--- config.mk ---
export PLATFORM = sky130hd
export DESIGN_NAME = mspd_drive
export DESIGN_NICKNAME = d
export VERILOG_FILES = /design/src/mspd_pkg.sv /design/src/mspd_drive.sv /design/src/mspd_period.sv
export SDC_FILE = /design/constraint.sdc
export NUM_CORES = 1
export LEC_CHECK = 0
export BUFFER_PORTS_ARGS = -buffer_cell sky130_fd_sc_hd__buf_4
export CORE_ASPECT_RATIO = 0.7
export CORE_MARGIN = 2
export CORE_UTILIZATION = 54
export CTS_CLUSTER_DIAMETER = 60
export DETAILED_ROUTE_END_ITERATION = 8
export PLACE_DENSITY = 0.79
export SLEW_MARGIN = 10
export SYNTH_ARGS = -nofsm -noshare
export SYNTH_HDL_FRONTEND = slang
export SYNTH_HIERARCHICAL = 1
export SYNTH_SLANG_ARGS = --single-unit
--- constraint.sdc ---
create_clock -name clk -period 2.97 [get_ports clk]
set_clock_uncertainty 0.1 [all_clocks]
set_input_delay 0.594 -clock clk [delete_from_list [all_inputs] [get_ports clk]]
set_output_delay 0.594 -clock clk [all_outputs]
set_load 0.05 [all_outputs]
--- src/mspd_pkg.sv ---
/*
 package for the motor speed pwm drive: register offsets, field positions,
 reset values and widths shared by the drive and its period counter.
 assumes a byte-addressed register port with 32-bit data words.
*/
`default_nettype none

package mspd_pkg;
   // bus widths
   localparam int          ADDR_W        = 8;
   localparam int          DATA_W        = 32;
   // duty and range width; 11 bits so that 1024 itself fits
   localparam int          DUTY_W        = 11;

   // register byte offsets
   localparam logic [7:0]  OFS_CTRL      = 8'h00;   // enable and invert flags
   localparam logic [7:0]  OFS_RANGE     = 8'h04;   // period length in clocks
   localparam logic [7:0]  OFS_DUTY      = 8'h08;   // pending duty value
   localparam logic [7:0]  OFS_DIR       = 8'h0C;   // direction output level
   localparam logic [7:0]  OFS_STATUS    = 8'h10;   // live state, read only

   // control field positions
   localparam int          CTRL_EN_BIT   = 0;
   localparam int          CTRL_INV_BIT  = 1;
   // status field positions
   localparam int          STAT_DUTY_LSB = 0;
   localparam int          STAT_CNT_LSB  = 16;
   localparam int          STAT_OUT_BIT  = 31;

   // reset values
   localparam logic [10:0] RANGE_RST     = 11'h400;   // 1024 clocks per period
   localparam logic [10:0] DUTY_RST      = 11'h000;
endpackage : mspd_pkg

`default_nettype wire

--- src/mspd_drive.sv ---
/*
 motor speed pwm drive: a register port, one pwm channel on bridge input a
 and a plain direction level on bridge input b.
 assumes a synchronous register master that never issues read and write
 together, and a bridge that decodes its two inputs combinationally.
*/
// Chosen here: the plain strobed port and the placing of the registers.
// Behaviour
// - new duty taken at period end, or at once while stopped
// - invert flag with enable inverts the output
// - direction low, pwm gives opposite rotation
// - direction high, power on pwm low phase
// - bridge inputs decode to stop or direction
`default_nettype none

module mspd_drive
   import mspd_pkg::*;
(
   // clock and reset
   input  wire logic              clk,
   input  wire logic              rst_b,
   // register port
   input  wire logic [ADDR_W-1:0] addr,
   input  wire logic [DATA_W-1:0] wdata,
   input  wire logic              wr,
   input  wire logic              rd,
   output logic      [DATA_W-1:0] rdata,
   // motor bridge inputs
   output logic                   bridge_input_a,
   output logic                   bridge_input_b
);

   // software-visible settings
   logic              channel_enable_flag;   // runs the period counter
   logic              polarity_invert_flag;  // flips the waveform when enabled
   logic [DUTY_W-1:0] range;                 // clocks per period
   logic [DUTY_W-1:0] duty_pending;          // waits for the next pickup
   logic              direction;             // level for bridge input b

   // period state from the counter
   logic [DUTY_W-1:0] cnt;
   logic [DUTY_W-1:0] duty_active;
   logic              wrap;

   // combinational next values
   logic              next_input_a;
   logic [DATA_W-1:0] next_rdata;

   // counter and duty pickup
   mspd_period u_period (
      .clk          (clk),
      .rst_b        (rst_b),
      .run          (channel_enable_flag),
      .range        (range),
      .duty_pending (duty_pending),
      .cnt          (cnt),
      .duty_active  (duty_active),
      .wrap         (wrap)
   );

   // control flags; both clear at reset so nothing pulses before setup
   always_ff @(posedge clk) begin
      if (!rst_b) begin
         channel_enable_flag  <= 1'b0;
         polarity_invert_flag <= 1'b0;
      end else if (wr && addr == OFS_CTRL) begin
         channel_enable_flag  <= wdata[CTRL_EN_BIT];
         polarity_invert_flag <= wdata[CTRL_INV_BIT];
      end
   end

   // range register; wider values are cut, software keeps it at or below 1024
   // a range cut below the running count wraps the counter on the next
   // clock, so software changes it only while the channel is stopped
   always_ff @(posedge clk) begin
      if (!rst_b) begin
         range <= RANGE_RST;
      end else if (wr && addr == OFS_RANGE) begin
         range <= wdata[DUTY_W-1:0];
      end
   end

   // later write replaces
   // the pending value is overwritten by every write; only the one standing
   // at the pickup point ever reaches the output
   always_ff @(posedge clk) begin
      if (!rst_b) begin
         duty_pending <= DUTY_RST;
      end else if (wr && addr == OFS_DUTY) begin
         duty_pending <= wdata[DUTY_W-1:0];
      end
   end

   // direction level; low at reset so the motor stays still during setup
   always_ff @(posedge clk) begin
      if (!rst_b) begin
         direction <= 1'b0;
      end else if (wr && addr == OFS_DIR) begin
         direction <= wdata[0];
      end
   end

   // inverted only when enabled
   // a nonzero duty at or above the range keeps the uninverted output high all period;
   // a disabled channel drives low whatever the invert flag says
   always_comb begin
      next_input_a = 1'b0;
      if (channel_enable_flag) begin
         next_input_a = (cnt < duty_active) ^ polarity_invert_flag;
      end
   end

   // b low, pwm turns opposite way
   // b high, power on low phase
   // both outputs are registered so they change on the same edge
   always_ff @(posedge clk) begin
      if (!rst_b) begin
         bridge_input_a <= 1'b0;
         bridge_input_b <= 1'b0;
      end else begin
         bridge_input_a <= next_input_a;
         bridge_input_b <= direction;
      end
   end

   // read mux; unmapped offsets read as zero
   always_comb begin
      next_rdata = 32'h0000_0000;
      unique case (addr)
         OFS_CTRL: begin
            next_rdata[CTRL_EN_BIT]  = channel_enable_flag;
            next_rdata[CTRL_INV_BIT] = polarity_invert_flag;
         end
         OFS_RANGE: begin
            next_rdata[DUTY_W-1:0] = range;
         end
         OFS_DUTY: begin
            next_rdata[DUTY_W-1:0] = duty_pending;
         end
         OFS_DIR: begin
            next_rdata[0] = direction;
         end
         OFS_STATUS: begin
            next_rdata[STAT_DUTY_LSB +: DUTY_W] = duty_active;
            next_rdata[STAT_CNT_LSB +: DUTY_W]  = cnt;
            next_rdata[STAT_OUT_BIT]            = bridge_input_a;
         end
         default: begin
            next_rdata = 32'h0000_0000;
         end
      endcase
   end

   // read data stands only in the cycle after the strobe, zero otherwise
   always_ff @(posedge clk) begin
      if (!rst_b) begin
         rdata <= 32'h0000_0000;
      end else if (rd) begin
         rdata <= next_rdata;
      end else begin
         rdata <= 32'h0000_0000;
      end
   end
endmodule // mspd_drive

`default_nettype wire

--- src/mspd_period.sv ---
/*
 period counter and duty pickup of the motor speed pwm drive.
 assumes run, range and the pending duty come from registers in the
 same clock domain; nothing here faces a pin directly.
*/
`default_nettype none

module mspd_period
   import mspd_pkg::*;
(
   // clock and reset
   input  wire logic              clk,
   input  wire logic              rst_b,
   // settings
   input  wire logic              run,
   input  wire logic [DUTY_W-1:0] range,
   input  wire logic [DUTY_W-1:0] duty_pending,
   // state
   output logic      [DUTY_W-1:0] cnt,
   output logic      [DUTY_W-1:0] duty_active,
   output logic                   wrap
);

   logic [DUTY_W:0] cnt_plus;   // one wider so the compare with range is exact

   // last clock of the period; a range of zero or one wraps every clock
   always_comb begin
      cnt_plus = {1'b0, cnt} + {{DUTY_W{1'b0}}, 1'b1};
      wrap     = (cnt_plus >= {1'b0, range});
   end

   // counter holds at zero while stopped so a restart begins a full period
   always_ff @(posedge clk) begin
      if (!rst_b) begin
         cnt <= '0;
      end else if (!run || wrap) begin
         cnt <= '0;
      end else begin
         cnt <= cnt_plus[DUTY_W-1:0];
      end
   end

   // pickup at period end
   // a value written mid period waits; a later write simply replaces it.
   // while stopped the new value is taken at once, which the forced update uses
   always_ff @(posedge clk) begin
      if (!rst_b) begin
         duty_active <= DUTY_RST;
      end else if (!run || wrap) begin
         duty_active <= duty_pending;
      end
   end
endmodule // mspd_period

`default_nettype wire

==> results_dict.tcl <==
set metrics [dict create \
    max_freq_mhz 355.8 \
    dpl_cell_area_um2 3915 \
    fp-row-count 24 \
    relSlewSlack 0.6625 \
    cts_setup_buffers 0 \
    rsz0062_at_grt "false" \
    vias_per_cell 5.379 \
    cts_resized 0 \
    max_cap_violations 0 \
    synth_area_um2 3523 \
    wire_per_inst_um 15.14 \
    grt_busiest_layer "met2" \
    cts.sinks 72 \
    cts_hold_buf 0 \
    wl_um 7751 \
    htreeDepth 3 \
    port_buffers 47 \
    cts_buffers 9 \
    yosys_warnings 6 \
    fin_tns_setup_ns 0 \
    vdd_ir_drop_max_v 0.0003404 \
    final_cell_mix "dfxtp_1, buf_4, nand2_1" \
    fillCellCount 544 \
    fin_crit_sh 0.9462 \
    grtUsageMet1 0.2998 \
    grt_pass1_wl_um 12210 \
    io-pin-count 78 \
    finalCriticalPeriod_ns 2.810 \
    worstPathRequired_ns 3.14 \
    crit_arrival_ns 2.98 \
    path_class "flop to flop" \
    power.density_nw_per_um2 461.1 \
    syn_to_final_growth_pct 18.08 \
    cp_common_cell "ha_1" \
    dr.pass1.iters 4 \
    gp_congestion 0.8220 \
    diodes 0 \
    slowest_delay_ns 0.60 \
    crit_path_end_kind "flop" \
    grt_pass1_vias 2521 \
    worstPathCellList "ha_1 > nand2_1 > nor2_2 > nand3_1 > xnor2_1 > ha_1 > nand3_2 > or4_4 > nand4_4 > mux2i_1" \
    die_area_um2 7197 \
    overflow 0 \
    chipWidth_um 100.5 \
    core_area_um2 6276 \
    holdWs_ns 0.3573 \
    tightest_slew_ns 0.5036 \
    finalSetupViolations 0 \
    die_h_um 71.58 \
    critPathMaxFanout 6 \
    drc 0 \
    hpwl_um 5388 \
    syn_avg_cell_area_um2 9.321 \
    final_nets 496 \
    slew_viol_final 0 \
    clock_tree.root_cell "clkbuf_8" \
    track_usage 0.2240 \
    slowest_stage "or4_4" \
    dr.first_iter.drc_count 145 \
    cts.reportedPaths.clkPinSlew_ns 0.08 \
    outcome "completed" \
    final_layout_size_suffix_gt1_frac 0.2005 \
    leakagePower_nw 1.813 \
    multiInputGateArea_um2 1877 \
    start_util 0.5614 \
    cts_tree "built" \
    grt_max_degree 36 \
    antenna_found_initial 0 \
    cp_num_buf_inv 0 \
    ctsLongestPathBuffers 2 \
    gr-usage-met2 0.3468 \
    finalPower_w 0.001918 \
    hold_path_class "flop to flop" \
    hold_viol 0 \
    critPathLaunchType "flop" \
    vias 2754 \
    syn_inst 378 \
    clk_latency_ns 0.35 \
    grtUsageMet3 0.07122 \
    final_cell_area_um2 4160 \
    ant_nets 0 \
    seqCellArea_um2 1441 \
    path_delay_family "simple AND/OR/NAND/NOR gates" \
    final_common_cell "dfxtp_1" \
]
-- state kept, by name (all words and copies together) (netlist names) --
register / flops
channel_enable_flag: 1
u_period/cnt: 11
u_period/duty_active: 11
bridge_input_b: 1
polarity_invert_flag: 1
rdata: 23
bridge_input_a: 1
direction: 1
duty_pending: 11
range: 11
-- worst min-delay path, cell delays in order, from the launching register on --
cell and delay, ns:
dfxtp_1 0.31, nand2_1 0.07, inv_1 0.04
-- per-stage QoR --
stage               cells    util  setup slack, ns
CTS                   511  0.6587          0.07883
global route          512  0.6629          0.01923
floorplan             386       -           0.3690
detailed placement    496  0.6238           0.1183
finish                512  0.6629           0.1597
global placement      496  0.6238           0.2122
-- routing by layer --
layer  wire length, um  part of all wire  vias to the layer above
li1                  -                 -                     1368
met1              3671              0.47                     1302
met2              3533              0.46                       69
met3               415             0.054                       15
met4               130             0.017                        0
met5                 0                 0                        -
-- layout make-up --
type | count | share of cell area
Timing Repair Buffer | 58 | 0.1047
Clock buffer | 10 | 0.03308
Tap cell | 78 | 0.02346
Inverter | 24 | 0.02165
Clock inverter | 5 | 0.01955
Multi-Input combinational cell | 265 | 0.4511
Sequential cell | 72 | 0.3465
-- final timing paths --
check / slack (ns) / start / cells after the start / end
hold reg to reg: 0.36 / direction$_SDFFE_PN0P_ / 2 / bridge_input_b$_SDFF_PN0_
setup reg to reg: 0.16 / u_period/cnt[1]$_SDFF_PP0_ / 10 / u_period/duty_active[5]$_SDFFE_PN0P_
hold / removal: 0.36 / direction$_SDFFE_PN0P_ / 2 / bridge_input_b$_SDFF_PN0_
setup / recovery: 0.16 / u_period/cnt[1]$_SDFF_PP0_ / 10 / u_period/duty_active[5]$_SDFFE_PN0P_
-- power by group --
group | internal [W] | switching [W] | leakage, nW
logic | 0.0000333 | 0.0000641 | 1.13
clock network | 0.000491 | 0.000365 | 0.108
registers | 0.000965 | 0.000000487 | 0.580
Note: power is estimated with default switching activity, not from simulation.
